`config.mk`:
```
export PLATFORM = sky130hd
export DESIGN_NAME = icwl_loader
export DESIGN_NICKNAME = d
export VERILOG_FILES = /design/src/logic/icwl_pkg.sv /design/src/logic/icwl_loader.sv /design/src/logic/icwl_sync2.sv /design/src/logic/icwl_xfer.sv
export VERILOG_INCLUDE_DIRS = /design/src /design/src/logic
export SDC_FILE = /design/constraint.sdc
export NUM_CORES = 1
export LEC_CHECK = 0
export BUFFER_PORTS_ARGS = -buffer_cell sky130_fd_sc_hd__buf_2
export CELL_PAD_IN_SITES_DETAIL_PLACEMENT = 1
export CELL_PAD_IN_SITES_GLOBAL_PLACEMENT = 1
export CORE_AREA = 2 2 151 153
export CTS_CLUSTER_SIZE = 10
export DETAILED_ROUTE_END_ITERATION = 8
export DIE_AREA = 0 0 153 155
export MAX_ROUTING_LAYER = met4
export PLACE_DENSITY_LB_ADDON = 0.08
export SYNTH_ARGS = -nofsm -noshare
export SYNTH_HDL_FRONTEND = slang
export SYNTH_SLANG_ARGS = --single-unit
```
`constraint.sdc`:
```
create_clock -name clock -period 2.75 [get_ports clock]
set_input_delay 0.275 -clock clock [delete_from_list [all_inputs] [get_ports clock]]
set_output_delay 0.275 -clock clock [all_outputs]
set_load 0.1 [all_outputs]
```
`src/logic/icwl_params.svh`:
```
// Purpose: constants of the indirect control word loader
// Assumes: included by its bare name from the loader files
// Notes:   offsets, field positions, reset values and timing counts
`ifndef ICWL_PARAMS_SVH
`define ICWL_PARAMS_SVH

// ==========================================================
// host address map
`define ICWL_ADDR_BYTE0       3'h0
`define ICWL_ADDR_BYTE1       3'h1
`define ICWL_ADDR_BYTE2       3'h2
`define ICWL_ADDR_BYTE3       3'h3
`define ICWL_ADDR_TARGET      3'h4
`define ICWL_ADDR_RDSEL       3'h5

// ==========================================================
// destination map
`define ICWL_FRONT_TOP        8'h0f
`define ICWL_CW0_ADDR         8'h00
`define ICWL_CW8_ADDR         8'h08
`define ICWL_CARRIER_HOLD     8'h01
`define ICWL_GAIN_ADDR        8'h0b
`define ICWL_CARRIER_SYNC_BIT 20
`define ICWL_GAIN_SYNC_BIT    29

// ==========================================================
// reset values and timing
`define ICWL_WORD_RESET       32'h0000_0000
`define ICWL_BYTE_RESET       8'h00
`define ICWL_RDSEL_RESET      3'h0
`define ICWL_LOAD_CLOCKS      3'h4

`endif

```
`src/logic/icwl_pkg.sv`:
```
// Purpose: types of the indirect control word loader
// Assumes: nothing
// Notes:   one-hot state codes
package icwl_pkg;

    // ==========================================================
    // transfer sequencer states
    typedef enum logic [1:0] {
        xs_idle = 2'b01,
        xs_wait = 2'b10
    } icwl_xstate_t;

    // ==========================================================
    // word assembled from the four holding bytes
    typedef logic [3:0][7:0] icwl_bytes_t;

endpackage : icwl_pkg

```
`src/logic/icwl_loader.sv`:
```
// Purpose: indirect 8-bit host write port building 32-bit control words
// Assumes: host pins and domain clocks are asynchronous to clock
// Notes:   domain clocks are sampled and their edges counted
`timescale 1ns/1ps
`default_nettype none
`include "icwl_params.svh"

module icwl_loader (
    // clock and reset
    input  wire logic        clock,
    input  wire logic        rstn,
    // host write port
    input  wire logic [7:0]  host_data_bus,
    input  wire logic [2:0]  host_addr,
    input  wire logic        write_strobe,
    // destination domain clocks
    input  wire logic        front_end_clock,
    input  wire logic        back_end_clock,
    // system sync events
    input  wire logic        carrier_sync_in,
    input  wire logic        gain_sync_in,
    // destination load
    output logic      [7:0]  dest_addr,
    output logic      [31:0] dest_word,
    output logic             front_load,
    output logic             back_load,
    // active gain
    output logic      [31:0] gain_active,
    output logic             gain_load,
    // active carrier frequency
    output logic      [31:0] carrier_active,
    output logic             carrier_load,
    // read source
    output logic      [2:0]  read_source
);
    import icwl_pkg::*;

    // ==========================================================
    // decode helpers
    function automatic logic is_front(input logic [7:0] addr);
        is_front = (addr <= `ICWL_FRONT_TOP);
    endfunction : is_front

    function automatic logic [31:0] pack_word(input icwl_bytes_t b);
        pack_word = {b[3], b[2], b[1], b[0]};
    endfunction : pack_word

    // ==========================================================
    // declarations
    logic [15:0]  sync_q;
    logic         s_strobe;
    logic [2:0]   s_addr;
    logic [7:0]   s_data;
    logic         s_front;
    logic         s_back;
    logic         s_carrier;
    logic         s_gain;

    logic         prev_strobe;
    logic         prev_front;
    logic         prev_back;
    logic         prev_carrier;
    logic         prev_gain;
    logic         strobe_rise;
    logic         front_rise;
    logic         back_rise;
    logic         carrier_rise;
    logic         gain_rise;

    icwl_bytes_t  holding;
    icwl_bytes_t  next_holding;
    logic [7:0]   target;
    logic [7:0]   next_target;
    logic [2:0]   next_read_source;
    logic         target_write;
    logic         next_target_write;

    logic         front_start;
    logic         back_start;
    logic         front_done;
    logic         back_done;

    logic [7:0]   next_dest_addr;
    logic [31:0]  next_dest_word;
    logic         next_front_load;
    logic         next_back_load;
    logic         carrier_mode;
    logic         next_carrier_mode;
    logic         gain_mode;
    logic         next_gain_mode;
    logic [31:0]  carrier_hold;
    logic [31:0]  next_carrier_hold;
    logic [31:0]  next_gain_active;
    logic         next_gain_load;
    logic [31:0]  next_carrier_active;
    logic         next_carrier_load;
    logic         any_done;
    logic [31:0]  word_now;

    // ==========================================================
    // pin synchronisers
    icwl_sync2 #(
        .WIDTH (16)
    ) u_sync (
        .clock (clock),
        .rstn  (rstn),
        .pin   ({write_strobe, host_addr, host_data_bus, front_end_clock,
                 back_end_clock, carrier_sync_in, gain_sync_in}),
        .sync  (sync_q)
    );

    assign s_strobe  = sync_q[15];
    assign s_addr    = sync_q[14:12];
    assign s_data    = sync_q[11:4];
    assign s_front   = sync_q[3];
    assign s_back    = sync_q[2];
    assign s_carrier = sync_q[1];
    assign s_gain    = sync_q[0];

    // ==========================================================
    // edge history
    always_ff @(posedge clock or negedge rstn)
    begin
        if (!rstn)
        begin
            prev_strobe  <= 1'b0;
            prev_front   <= 1'b0;
            prev_back    <= 1'b0;
            prev_carrier <= 1'b0;
            prev_gain    <= 1'b0;
        end
        else
        begin
            prev_strobe  <= s_strobe;
            prev_front   <= s_front;
            prev_back    <= s_back;
            prev_carrier <= s_carrier;
            prev_gain    <= s_gain;
        end
    end

    assign strobe_rise  = s_strobe & ~prev_strobe;
    assign front_rise   = s_front & ~prev_front;
    assign back_rise    = s_back & ~prev_back;
    assign carrier_rise = s_carrier & ~prev_carrier;
    assign gain_rise    = s_gain & ~prev_gain;

    // ==========================================================
    // host holding registers
    always_comb
    begin
        next_holding      = holding;
        next_target       = target;
        next_read_source  = read_source;
        next_target_write = 1'b0;
        if (strobe_rise)
        begin
            unique case (s_addr)
                `ICWL_ADDR_BYTE0:
                begin
                    next_holding[0] = s_data;
                end
                `ICWL_ADDR_BYTE1:
                begin
                    next_holding[1] = s_data;
                end
                `ICWL_ADDR_BYTE2:
                begin
                    next_holding[2] = s_data;
                end
                `ICWL_ADDR_BYTE3:
                begin
                    next_holding[3] = s_data;
                end
                `ICWL_ADDR_TARGET:
                begin
                    next_target       = s_data;
                    next_target_write = 1'b1;
                end
                `ICWL_ADDR_RDSEL:
                begin
                    next_read_source = s_data[2:0];
                end
                default:
                begin
                    // addresses 6 and 7 are ignored
                end
            endcase
        end
    end

    always_ff @(posedge clock or negedge rstn)
    begin
        if (!rstn)
        begin
            holding      <= {4{`ICWL_BYTE_RESET}};
            target       <= `ICWL_BYTE_RESET;
            read_source  <= `ICWL_RDSEL_RESET;
            target_write <= 1'b0;
        end
        else
        begin
            holding      <= next_holding;
            target       <= next_target;
            read_source  <= next_read_source;
            target_write <= next_target_write;
        end
    end

    // ==========================================================
    // transfer sequencers, one per destination clock
    assign front_start = target_write & is_front(target);
    assign back_start  = target_write & ~is_front(target);

    icwl_xfer u_front (
        .clock    (clock),
        .rstn     (rstn),
        .start    (front_start),
        .dom_rise (front_rise),
        .done     (front_done)
    );

    icwl_xfer u_back (
        .clock    (clock),
        .rstn     (rstn),
        .start    (back_start),
        .dom_rise (back_rise),
        .done     (back_done)
    );

    // ==========================================================
    // destination load, gain and carrier transfer
    assign any_done = front_done | back_done;
    assign word_now = pack_word(holding);

    always_comb
    begin
        next_dest_addr      = dest_addr;
        next_dest_word      = dest_word;
        next_front_load     = front_done;
        next_back_load      = back_done;
        next_carrier_mode   = carrier_mode;
        next_gain_mode      = gain_mode;
        next_carrier_hold   = carrier_hold;
        next_gain_active    = gain_active;
        next_gain_load      = 1'b0;
        next_carrier_active = carrier_active;
        next_carrier_load   = 1'b0;
        if (any_done)
        begin
            next_dest_addr = target;
            next_dest_word = word_now;
            if (target == `ICWL_CW0_ADDR)
            begin
                next_carrier_mode = word_now[`ICWL_CARRIER_SYNC_BIT];
            end
            if (target == `ICWL_CW8_ADDR)
            begin
                next_gain_mode = word_now[`ICWL_GAIN_SYNC_BIT];
            end
            if (target == `ICWL_CARRIER_HOLD)
            begin
                next_carrier_hold = word_now;
                if (!carrier_mode)
                begin
                    next_carrier_active = word_now;
                    next_carrier_load   = 1'b1;
                end
            end
            if ((target == `ICWL_GAIN_ADDR) && !gain_mode)
            begin
                next_gain_active = word_now;
                next_gain_load   = 1'b1;
            end
        end
        if (gain_mode && gain_rise)
        begin
            next_gain_active = word_now;
            next_gain_load   = 1'b1;
        end
        if (carrier_mode && carrier_rise)
        begin
            next_carrier_active = carrier_hold;
            next_carrier_load   = 1'b1;
        end
    end

    always_ff @(posedge clock or negedge rstn)
    begin
        if (!rstn)
        begin
            dest_addr      <= `ICWL_BYTE_RESET;
            dest_word      <= `ICWL_WORD_RESET;
            front_load     <= 1'b0;
            back_load      <= 1'b0;
            carrier_mode   <= 1'b0;
            gain_mode      <= 1'b0;
            carrier_hold   <= `ICWL_WORD_RESET;
            gain_active    <= `ICWL_WORD_RESET;
            gain_load      <= 1'b0;
            carrier_active <= `ICWL_WORD_RESET;
            carrier_load   <= 1'b0;
        end
        else
        begin
            dest_addr      <= next_dest_addr;
            dest_word      <= next_dest_word;
            front_load     <= next_front_load;
            back_load      <= next_back_load;
            carrier_mode   <= next_carrier_mode;
            gain_mode      <= next_gain_mode;
            carrier_hold   <= next_carrier_hold;
            gain_active    <= next_gain_active;
            gain_load      <= next_gain_load;
            carrier_active <= next_carrier_active;
            carrier_load   <= next_carrier_load;
        end
    end

endmodule : icwl_loader

`default_nettype wire

```
`src/logic/icwl_sync2.sv`:
```
// Purpose: two-flop synchroniser for pin inputs
// Assumes: inputs are asynchronous to clock
// Notes:   first stage feeds only the second
`timescale 1ns/1ps
`default_nettype none

module icwl_sync2 #(
    parameter int WIDTH = 1
) (
    // clock and reset
    input  wire logic             clock,
    input  wire logic             rstn,
    // pins in, synchronised out
    input  wire logic [WIDTH-1:0] pin,
    output logic      [WIDTH-1:0] sync
);

    logic [WIDTH-1:0] stage1;

    // ==========================================================
    // two stages
    always_ff @(posedge clock or negedge rstn)
    begin
        if (!rstn)
        begin
            stage1 <= '0;
            sync   <= '0;
        end
        else
        begin
            stage1 <= pin;
            sync   <= stage1;
        end
    end

endmodule : icwl_sync2

`default_nettype wire

```
`src/logic/icwl_xfer.sv`:
```
// Purpose: counts domain clocks after a destination write
// Assumes: dom_rise marks one rising edge of the domain clock
// Notes:   done is a one-cycle registered pulse
`timescale 1ns/1ps
`default_nettype none
`include "icwl_params.svh"

module icwl_xfer (
    // clock and reset
    input  wire logic clock,
    input  wire logic rstn,
    // request and domain edge
    input  wire logic start,
    input  wire logic dom_rise,
    // transfer moment
    output logic      done
);
    import icwl_pkg::*;

    icwl_xstate_t state;
    icwl_xstate_t next_state;
    logic [2:0]   count;
    logic [2:0]   next_count;
    logic         next_done;

    // ==========================================================
    // sequencer
    always_comb
    begin
        next_state = state;
        next_count = count;
        next_done  = 1'b0;
        unique case (state)
            xs_idle:
            begin
                if (start)
                begin
                    next_state = xs_wait;
                    next_count = 3'h0;
                end
            end
            xs_wait:
            begin
                if (start)
                begin
                    next_count = 3'h0;
                end
                else if (dom_rise)
                begin
                    next_count = count + 3'h1;
                    if (count == `ICWL_LOAD_CLOCKS - 3'h1)
                    begin
                        next_done  = 1'b1;
                        next_state = xs_idle;
                    end
                end
            end
            default:
            begin
                next_state = xs_idle;
            end
        endcase
    end

    always_ff @(posedge clock or negedge rstn)
    begin
        if (!rstn)
        begin
            state <= xs_idle;
            count <= 3'h0;
            done  <= 1'b0;
        end
        else
        begin
            state <= next_state;
            count <= next_count;
            done  <= next_done;
        end
    end

endmodule : icwl_xfer

`default_nettype wire

```
Word-level counts from Yosys, hierarchy flattened
Index checks and enable logic that the tools add are counted.
{"block": "totals", "output_inout_bits": 111, "wordCells": 142, "reg_bits": 235}
{"block": "op_classes", "addsub": 2, "n_eq_ne": 25, "bitwise_logic": 14, "mux": 42, "n_reduce_logical": 27, "magnitude_cmp": 1}
{"operator": "32-bit two-way mux", "count": 7}
{"operator": "2-bit AND reduction", "count": 10}
{"operator": "3-bit two-way mux", "count": 6}
{"operator": "1-bit two-way mux", "count": 17}
{"operator": "8-bit by 4-bit equality test with 1-bit output (second input constant)", "count": 2}
{"operator": "2-bit two-way mux", "count": 8}
{"operator": "3-bit by 2-bit equality test with 1-bit output (second input constant)", "count": 4}
{"operator": "2-bit != test (second input constant)", "count": 6}
{"operator": "3-bit one-hot mux with 2 select lines", "count": 2}
{"operator": "2-bit nonzero test", "count": 6}
{"operator": "3-bit AND reduction", "count": 3}
{"operator": "8-bit by 1-bit equality test with 1-bit output (second input constant)", "count": 1}
{"operator": "8-bit by 4-bit <= comparator with 1-bit output (second input constant)", "count": 1}
{"operator": "8-bit logical NOT", "count": 1}
{"operator": "2-bit one-hot mux with 2 select lines", "count": 2}
{"operator": "4-bit AND reduction", "count": 2}
{"operator": "1-bit AND", "count": 7}
{"operator": "3-bit by 1-bit adder with 3-bit output (second input constant)", "count": 2}
{"operator": "3-bit equality test (second input constant)", "count": 2}
{"operator": "2-bit by 1-bit != test with 1-bit output (second input constant)", "count": 3}
{"operator": "3-bit != test (second input constant)", "count": 2}
{"operator": "1-bit NOT", "count": 6}
{"operator": "2-bit by 1-bit equality test with 1-bit output (second input constant)", "count": 2}
{"operator": "2-bit equality test (second input constant)", "count": 2}
{"operator": "5 further kinds", "count": 7}

Longest topological paths before layout
Gate-level depths: netlist of the first run.
{"block": "logic_depth", "ltp_word": 5, "depth_mapped": 6, "ltp_nobuf": 5}

By module
A second synthesis of the first run with hierarchy kept.
{"block": "hier_totals", "hier_cells": 534, "area_unflattened_um2": 9033.7}
{"mod": "icwl_loader", "area_per_inst_um2": 7669.9, "n_inst": 1, "cells_each": 452, "seq_area_each_um2": 4779.6}
{"mod": "icwl_sync2", "area_per_inst_um2": 800.8, "n_inst": 1, "cells_each": 32, "seq_area_each_um2": 800.8}
{"mod": "icwl_xfer", "area_per_inst_um2": 281.5, "n_inst": 2, "cells_each": 25, "seq_area_each_um2": 151.4}

Worst setup path after synthesis of the first run
Ideal clock, no wire load.
{"block": "synth_path", "path_type": "flip-flop to flip-flop", "startpoint": "reg target[7]", "endpoint": "reg gain_active[10]", "t_arrival_ps": 2012, "n_path_buf": 1, "setup_time_ps": 125, "t_required_ps": 2625, "path_stages_with_launch": 5, "slack_ps": 613, "path_cell_list": "dfrtp_1 -> or4_4 -> o41ai_4 -> buf_6 -> mux2_2"}
{"block": "synth_via", "elab_chain_cells": 4}
{"item": "start, declared", "line_no": "icwl_loader.sv:72", "text": "logic [7:0] target;"}
{"item": "start signal, assigned", "line_no": "icwl_loader.sv:197", "text": "target <= `ICWL_BYTE_RESET;"}
{"item": "start signal, assigned", "line_no": "icwl_loader.sv:204", "text": "target <= next_target;"}
{"item": "8-bit by 4-bit equality test with 1-bit output (no line)"}
{"item": "1-bit logical AND", "line_no": "icwl_loader.sv:270", "text": "if ((target == `ICWL_GAIN_ADDR) && !gain_mode)"}
{"item": "2-bit nonzero test (no line)"}
{"item": "2-bit AND reduction (no line)"}
{"item": "end signal, assigned", "line_no": "icwl_loader.sv:299", "text": "gain_active <= `ICWL_WORD_RESET;"}
{"item": "end signal, assigned", "line_no": "icwl_loader.sv:313", "text": "gain_active <= next_gain_active;"}
{"item": "end, declared", "line_no": "icwl_loader.sv:28", "text": "output logic [31:0] gain_active,"}
Every way passes these cells.
A chain may end at the register's enable or synchronous reset.

Worst setup path in the final report of the first run
{"block": "layout_path", "startpoint": "reg target[7]", "endpoint": "reg gain_active[30]"}
Same word-level chain as after synthesis.

==> flow_summary_export.csv, run 1 <==
group,metric,value,unit
timing,skew,0.00796,ns
min_path,hold_path_class,"in -> async",
clocking,clk_latency,0.51,ns
placement,dpl.hpwl,13400,um
grt,grt_pass1_wl,33500,um
placement,placed_cell_area,9730,um^2
yosys,synth_nets,610,
yosys,syn_area,8730,um^2
timing,clock.fmax,425,MHz
die,die_area,23700,um^2
pwr,p_leak,5.57,nW
yosys,synth-seq-cells,235,
finish,diodes,0,
flow_run,drv_cap,0,
finish,multi_input_area,2690,um^2
timing,setup_violations,0,
pwr,finalPower,7.33,mW
timing,tightestPinTransition,0.792,ns
grt,grt-ovfl-total,0,
finish,fin_util,0.478,
route,route.met3.wl,752,um
critical_path,crit_buf_inv,1,
route,drt_iter0_markers,235,
critical_path,slowest_delay,0.60,ns
clocking,htreeDepth,1,
route,top_layer,"met4",
yosys,synthFlopType,"dfrtp_1",
die,boundaryPins,129,
yosys,yosysSeqAreaShare,0.674,
clocking,cts_tree,"done",
critical_path,critPathSlowestCell,"or4_4",
critical_path,worstPathMaxFanout,23,
finish,fin_area,10600,um^2
critical_path,critPathArrivalTime,2.74,ns
pwr,vdd_drop_max,0.559,mV
route,vias,5359,
placement,place_congestion,0.718,
route,first_pass_iters,4,
clocking,clk_transition_reported_paths,0.05,ns
finish,final_cell_mix,"dfrtp_1 (233), mux2_2 (146), buf_2 (127)",
grt,track_usage,0.183,
clocking,cts_resized,0,
clocking,post_cts.repair.setup_buffers,0,
grt,grt_pass1_vias,5956,
yosys,synthCells,588,
route,met2_length,10200,um
route,wl_met1,9220,um
finish,final_common_cell,"dfrtp_1",
timing,fin_tns_setup,0,ns
yosys,synth_area_leaders,"dfrtp_1 (67%), mux2_2 (19%), nor2_1 (2.0%)",
timing,maxSlewHeadroom,0.470,
die,coreArea,22200,um^2
route,detail_route.wl_per_cell,19.5,um
yosys,ys_warn_count,0,
yosys,syn_area_per_cell,14.8,um^2
critical_path,cp-end-kind,"flip-flop",
timing,finalCriticalPeriod,2.35,ns
route,avgViaCountPerCell,5.12,
timing,min_period_over_period,0.855,
clocking,root_buffer,"clkbuf_16",
timing,hold_viol_final,0,
route,drc_errors,0,
placement,dp_slack,0.399,ns
grt,grt_max_degree,76,
critical_path,required,3.14,ns
placement,placed_cells_incl_taps,989,
clocking,cts_buffers,27,
yosys,synth_largest_area_cell,"dfrtp_1",
clocking,clk_path_buf_depth,3,
finish,seq_area,5880,um^2
yosys,netlist.area_leader.share,0.668,
clocking,clock-sinks,235,
critical_path,crit_path_start_kind,"flip-flop",
critical_path,crit_type,"reg -> reg",
route,antenna_left,0,
critical_path,critPathTopFamily,"simple AND/OR/NAND/NOR gates",
finish,layout-drive-gt1-share,0.426,
timing,worst_slack,0.398,ns
die,dieWidth,153,um
finish,fill_cells,2260,
placement,io_buffers,128,
timing,slew_violations,0,
yosys,async_reset_ff_frac,1.00,
finish,syn_to_final_growth,21.8,%
pwr,powerDensity,690,nW/um^2
timing,whs,0.318,ns
die,die_h,155,um
yosys,synth_cell_types,37,
die,rows,55,
outcome,status,"completed",
die,start_util,0.393,
route,wl,20400,um
finish,nets,772,
grt,antenna_found_initial,0,
yosys,synth_edf_count,0,
timing,rsz0062_at_grt,"no",
finish,fin_cells,1046,
critical_path,crit_chain,"or4_4 > o41ai_4 > buf_4 > mux2_2",
Yosys cell counts (2+ instances only):
library cell,n
and3_1,2
nand4b_1,2
ha_1,4
clkbuf_1,20
dfrtp_1,233
nand3_1,6
nand2b_1,3
a22o_1,2
o22ai_1,24
nor2b_1,2
nand2_1,8
a21oi_1,23
nand3b_1,4
nor2_1,47
dfstp_2,2
a21o_1,4
mux2_2,146
inv_1,3
nor3_1,23
buf_6,6
o41ai_1,2
nor3b_1,4
mux2_1,4
worst paths after layout:
check | start | end | slack (ns) | cells after the start
hold / removal | rstn | gain_active[28] | 0.32 | 2
hold reg to reg | u_sync.stage1[11] | u_sync.sync[11] | 0.34 | 0
min in group clock | u_sync.stage1[11] | u_sync.sync[11] | 0.34 | 0
max in group asynchronous | rstn | dest_word[14] | 1.47 | 3
setup reg to reg | target[7] | gain_active[30] | 0.40 | 4
setup / recovery | target[7] | gain_active[30] | 0.40 | 4
state kept, by name, summed over array words and instances (netlist names), 2 cells and up:
signal and flops:
u_front.count 3, holding 32, carrier_hold 32, target 8
u_front.state 2, carrier_active 32, read_source 3, dest_word 32
dest_addr 8, u_back.count 3, u_sync.sync 16, u_back.state 2
gain_active 32, u_sync.stage1 16
metal layers:
layer	up-vias	track usage
met5	-	-
met4	0	0.0410
met3	25	0.0279
met2	102	0.306
met1	2820	0.240
li1	2412	-
power by group:
| part | internal [mW] | switching [mW] |
|---|---|---|
| registers | 3.64 | 0.245 |
| logic | 0.178 | 0.217 |
| clock network | 1.78 | 1.27 |
area by class of cell:
cell class,instances,area share
Inverter,3,0.00106
Tap cell,285,0.0336
Clock buffer,40,0.0682
Sequential cell,235,0.554
Multi-Input combinational cell,323,0.253
Timing Repair Buffer,160,0.0902
cells by family (layout without fill, tap and decap cells):
family	after synthesis	after routing	synth area share
flip-flops	235	235	0.674
multiplexers	150	150	0.194
AND/OR/NAND/NOR	110	110	0.0647
AO/OA/AOI/OAI	59	59	0.0439
buffers and inverters	30	203	0.0182
adder cells (fa/ha/maj)	4	4	0.00573
timing repair:
| item | 4_1_cts | 5_1_grt |
|---|---|---|
| hold buffers | 17 | 0 |
| setup endpoints to repair | 0 | 0 |
| endpoints found under the hold margin | 88 | 0 |
worst register-to-register path: cells and delay by family (launching register included):
kind,cells,cell delay [ns]
compound gates,1,0.38
buf+inv,1,0.43
flops,1,0.43
mux,1,0.40
simple gates,1,0.60
Note: power is estimated with default switching activity, not from simulation.
==> run 2, diff against run 1 <==
Settings changed: CELL_PAD_IN_SITES_GLOBAL_PLACEMENT 1 to 2, SKIP_CTS_REPAIR_TIMING set to 1.
==> flow_summary_export.csv, run 2 (synthesis results as in run 1) <==
group,metric,value,unit
outcome,status,"completed",
critical_path,worstPathMaxFanout,21,
critical_path,cp-end-kind,"flip-flop",
finish,fill_cells,2266,
route,vias,5377,
timing,min_period_over_period,0.826,
timing,finalCriticalPeriod,2.27,ns
route,wl,20600,um
placement,io_buffers,128,
critical_path,critPathSlowestCell,"or3b_2",
finish,fin_area,10700,um^2
clocking,root_buffer,"clkbuf_16",
finish,nets,772,
finish,syn_to_final_growth,22.0,%
timing,fin_tns_setup,0,ns
pwr,p_switching,1.75,mW
critical_path,r2r_slack,0.48,ns
flow_run,drv_cap,0,
grt,grt_max_degree,94,
route,detail_route.wl_per_cell,19.7,um
die,die_area,23700,um^2
critical_path,critPathArrivalTime,2.68,ns
grt,grt-ovfl-total,0,
pwr,pwr-share-comb,0.054,
pwr,p_leak,5.58,nW
pwr,pwr-share-clk,0.419,
die,boundaryPins,129,
critical_path,crit_cells,5,
clocking,clock-sinks,235,
route,avgViaCountPerCell,5.13,
critical_path,r2r_cells,5,
clocking,cts_buffers,27,
timing,setup_violations,0,
finish,final_cell_mix,"dfrtp_1 (233), mux2_2 (146), buf_2 (127)",
timing,clock.fmax,440,MHz
pwr,p_seq_frac,0.527,
route,drt_iter0_markers,142,
pwr,p_int,5.61,mW
finish,fin_util,0.479,
placement,place_congestion,0.699,
critical_path,critPathTopFamily,"simple AND/OR/NAND/NOR gates",
clocking,clk_latency,0.52,ns
die,start_util,0.393,
pwr,vdd_drop_max,0.460,mV
critical_path,reg2reg_from,"target[7]",
critical_path,required,3.15,ns
clocking,clk_path_buf_depth,3,
grt,grt_pass1_wl,32600,um
placement,dpl.hpwl,13500,um
timing,rsz0062_at_grt,"no",
die,dieWidth,153,um
clocking,clk_transition_reported_paths,0.06,ns
route,first_pass_iters,4,
timing,slew_violations,0,
pwr,powerDensity,691,nW/um^2
placement,placed_cell_area,9750,um^2
critical_path,crit_chain,"nor4_4 > nand3b_1 > or3b_2 > buf_12 > mux2_1",
finish,diodes,0,
critical_path,crit_path_start_kind,"flip-flop",
die,coreArea,22200,um^2
min_path,hold_path_class,"in -> async",
critical_path,r2r-end,"carrier_hold[6]",
timing,maxSlewHeadroom,0.454,
route,antenna_left,0,
critical_path,crit_buf_inv,1,
clocking,htreeDepth,1,
timing,skew,0.00766,ns
timing,tightestPinTransition,0.816,ns
route,drc_errors,0,
grt,antenna_found_initial,0,
critical_path,crit_type,"reg -> reg",
grt,track_usage,0.179,
finish,layout-drive-gt1-share,0.426,
die,die_h,155,um
finish,final_common_cell,"dfrtp_1",
clocking,cts_tree,"done",
critical_path,slowest_delay,0.69,ns
timing,hold_viol_final,0,
die,rows,55,
pwr,switching_share,0.238,
grt,grt_pass1_vias,5784,
## run 2: cell count changes in the layout (fill, tap and decap cells not counted)
cell / previous run / this run
buf_4: 13 / 12
clkbuf_1: 13 / 14
buf_12: 2 / 3
inv_6: 0 / 1
## run 2: layout make-up
cell class,instances,area (um^2),area share
Sequential cell,235,5880,0.552
Inverter,3,11.3,0.00106
Clock inverter,1,8.76,0.000822
Tap cell,285,357,0.0335
Timing Repair Buffer,160,971,0.0911
Multi-Input combinational cell,323,2690,0.253
Clock buffer,41,728,0.0684
## run 2: worst reg2reg max path, cell delays in order (launching register included)
cell,delay [ns]
dfrtp_1,0.43
nor4_4,0.31
nand3b_1,0.17
or3b_2,0.69
buf_12,0.25
mux2_1,0.32
## run 2: worst max path at each step
stage / endpoint / start / slack, ns
floorplan: gain_active[10] / target[7] / 0.61
global placement: carrier_hold[6] / target[7] / 0.51
detailed placement: carrier_hold[6] / target[7] / 0.44
CTS: carrier_hold[6] / target[7] / 0.45
global route: carrier_hold[6] / target[7] / 0.37
finish: carrier_hold[6] / target[7] / 0.48
## run 2: layer usage
layer  vias to the layer above  global-route usage  part of all wire
met5                         -                   -                 0
met4                         0              0.0481             0.021
met1                      2819               0.228              0.44
li1                       2414                   -                 -
met2                       112               0.299              0.50
met3                        32              0.0304             0.039
## run 2: through the flow
step / std cells / worst slack, ns / hold slack (ns) / total power [mW]
after floorplan: 588 / 0.613 / -0.0206 / 4.09
after global placement: 989 / 0.513 / 0.334 / 4.31
after detailed placement: 989 / 0.445 / 0.336 / 4.34
after CTS: 1031 / 0.451 / -0.219 / 7.48
after global routing: 1048 / 0.372 / 0.356 / 7.69
final: 1048 / 0.478 / 0.344 / 7.37
## run 2: power groups by stage
stage / Clock, mW / Sequential (mW) / Combinational, mW
floorplan: 0 / 3.91 / 0.179
global placement: 0 / 3.94 / 0.373
detailed placement: 0 / 3.95 / 0.387
CTS: 3.20 / 3.89 / 0.391
global route: 3.33 / 3.93 / 0.439
finish: 3.08 / 3.88 / 0.398
==> run 3, diff against run 2 <==
Clock period 2.75 ns to 2.3 ns, I/O delays scaled along.
==> flow_summary_export.csv, run 3 (synthesis results as in run 1) <==
group,metric,value,unit
pwr,p_int,6.67,mW
clocking,clk_latency,0.52,ns
route,first_pass_iters,3,
pwr,switching_share,0.235,
finish,final_cell_mix,"dfrtp_1 (233), mux2_2 (146), buf_2 (127)",
die,die_area,23700,um^2
pwr,vdd_drop_max,0.489,mV
critical_path,crit_buf_inv,1,
die,boundaryPins,129,
critical_path,required,2.69,ns
critical_path,critPathArrivalTime,2.51,ns
pwr,powerDensity,818,nW/um^2
timing,slew_violations,0,
clocking,clk_transition_reported_paths,0.06,ns
route,drc_errors,0,
finish,final_common_cell,"dfrtp_1",
timing,clock.fmax,471,MHz
grt,grt-ovfl-total,0,
placement,dp_slack,0.0242,ns
placement,placed_cell_area,9780,um^2
pwr,p_seq_frac,0.532,
route,antenna_left,0,
grt,antenna_found_initial,0,
finish,diodes,0,
finish,fill_cells,2269,
timing,min_period_over_period,0.922,
die,start_util,0.393,
pwr,p_leak,5.60,nW
critical_path,cp-end-kind,"flip-flop",
finish,fin_area,10700,um^2
flow_run,drv_cap,0,
grt,track_usage,0.183,
route,vias,5356,
die,coreArea,22200,um^2
die,die_h,155,um
timing,maxSlewHeadroom,0.606,
finish,layout-drive-gt1-share,0.437,
route,wl,20900,um
finish,fin_cells,1043,
die,rows,55,
grt,grt_max_degree,64,
critical_path,crit_cells,5,
critical_path,critPathSlowestCell,"or3b_2",
placement,io_buffers,128,
critical_path,critPathTopFamily,"simple AND/OR/NAND/NOR gates",
clocking,clk_path_buf_depth,3,
clocking,cts_buffers,27,
critical_path,crit_type,"reg -> reg",
route,detail_route.wl_per_cell,20.0,um
timing,hold_viol_final,0,
timing,tightestPinTransition,0.591,ns
clocking,htreeDepth,1,
placement,place_congestion,0.721,
die,dieWidth,153,um
clocking,root_buffer,"clkbuf_16",
pwr,pwr-share-comb,0.055,
finish,nets,777,
min_path,hold_path_class,"in -> async",
critical_path,r2r_cells,5,
critical_path,worstPathMaxFanout,16,
placement,placed_cells_incl_taps,994,
clocking,clock-sinks,235,
timing,setup_violations,0,
finish,syn_to_final_growth,22.3,%
placement,dpl.hpwl,13800,um
critical_path,crit_chain,"nor4_4 > nand3b_1 > or3b_2 > buf_4 > mux2_2",
pwr,pwr-share-clk,0.414,
timing,skew,0.0193,ns
clocking,cts_tree,"done",
critical_path,slowest_delay,0.54,ns
outcome,status,"completed",
critical_path,crit_path_start_kind,"flip-flop",
route,avgViaCountPerCell,5.14,
timing,rsz0062_at_grt,"no",
grt,grt_pass1_wl,33500,um
timing,worst_slack,0.178,ns
timing,finalCriticalPeriod,2.12,ns
grt,grt_pass1_vias,5973,
pwr,p_switching,2.05,mW
route,drt_iter0_markers,124,
[run 3: changes by cell type in the layout (fill, tap and decap cells not counted), sizes merged]
cell / change
buf: +5
clkbuf: -10
[run 3: worst register-to-register path, delay by kind of cell, from the launching register on]
kind | cells | cell delay, ns
buffers and inverters | 1 | 0.24
flip-flops | 1 | 0.43
multiplexers | 1 | 0.30
AND/OR/NAND/NOR | 3 | 1.01
[run 3: cell type report]
type | count | area (um^2) | area share
flip-flops and latches | 235 | 5880 | 0.551
multi-input cells | 323 | 2690 | 0.252
repair buffers | 165 | 1020 | 0.0955
clock buffers | 31 | 701 | 0.0656
well taps | 285 | 357 | 0.0334
inverters | 3 | 11.3 | 0.00105
clock inverters | 1 | 8.76 | 0.000821
[run 3: metrics by stage]
| step | total power [mW] | hold WS, ns | setup TNS (ns) | util |
|---|---|---|---|---|
| 2_1_floorplan | 4.89 | -0.0656 | 0 | - |
| 3_5_place_dp | 5.19 | 0.182 | 0 | 0.440 |
| 3_3_place_gp | 5.15 | 0.182 | 0 | 0.440 |
| 6_report | 8.73 | 0.230 | 0 | 0.480 |
| 5_1_grt | 9.13 | 0.265 | 0 | 0.480 |
| 4_1_cts | 8.86 | -0.369 | -0.00489 | 0.472 |
[run 3: final timing paths]
check                                 startpoint  slack (ns)                 end
worst max-delay path                   target[7]        0.18    carrier_hold[10]
worst min-delay path                        rstn        0.23  carrier_active[12]
worst max register to register         target[7]        0.18    carrier_hold[10]
worst min register to register  u_sync.stage1[6]        0.34      u_sync.sync[6]
max in group asynchronous                   rstn        1.31     gain_active[21]
min in group clock              u_sync.stage1[6]        0.34      u_sync.sync[6]
[run 3: routing by layer]
layer  share of wire  GRT usage
met3           0.040     0.0292
met2            0.51      0.312
met1            0.43      0.233
met5               0          -
met4           0.018     0.0423
[run 3: power groups by stage]
stage / combinational [mW] / clock, mW / sequential (mW)
final: 0.477 / 3.61 / 4.64
after CTS: 0.466 / 3.74 / 4.65
after detailed placement: 0.465 / 0 / 4.72
after floorplan: 0.214 / 0 / 4.67
after global routing: 0.531 / 3.91 / 4.69
after global placement: 0.449 / 0 / 4.71
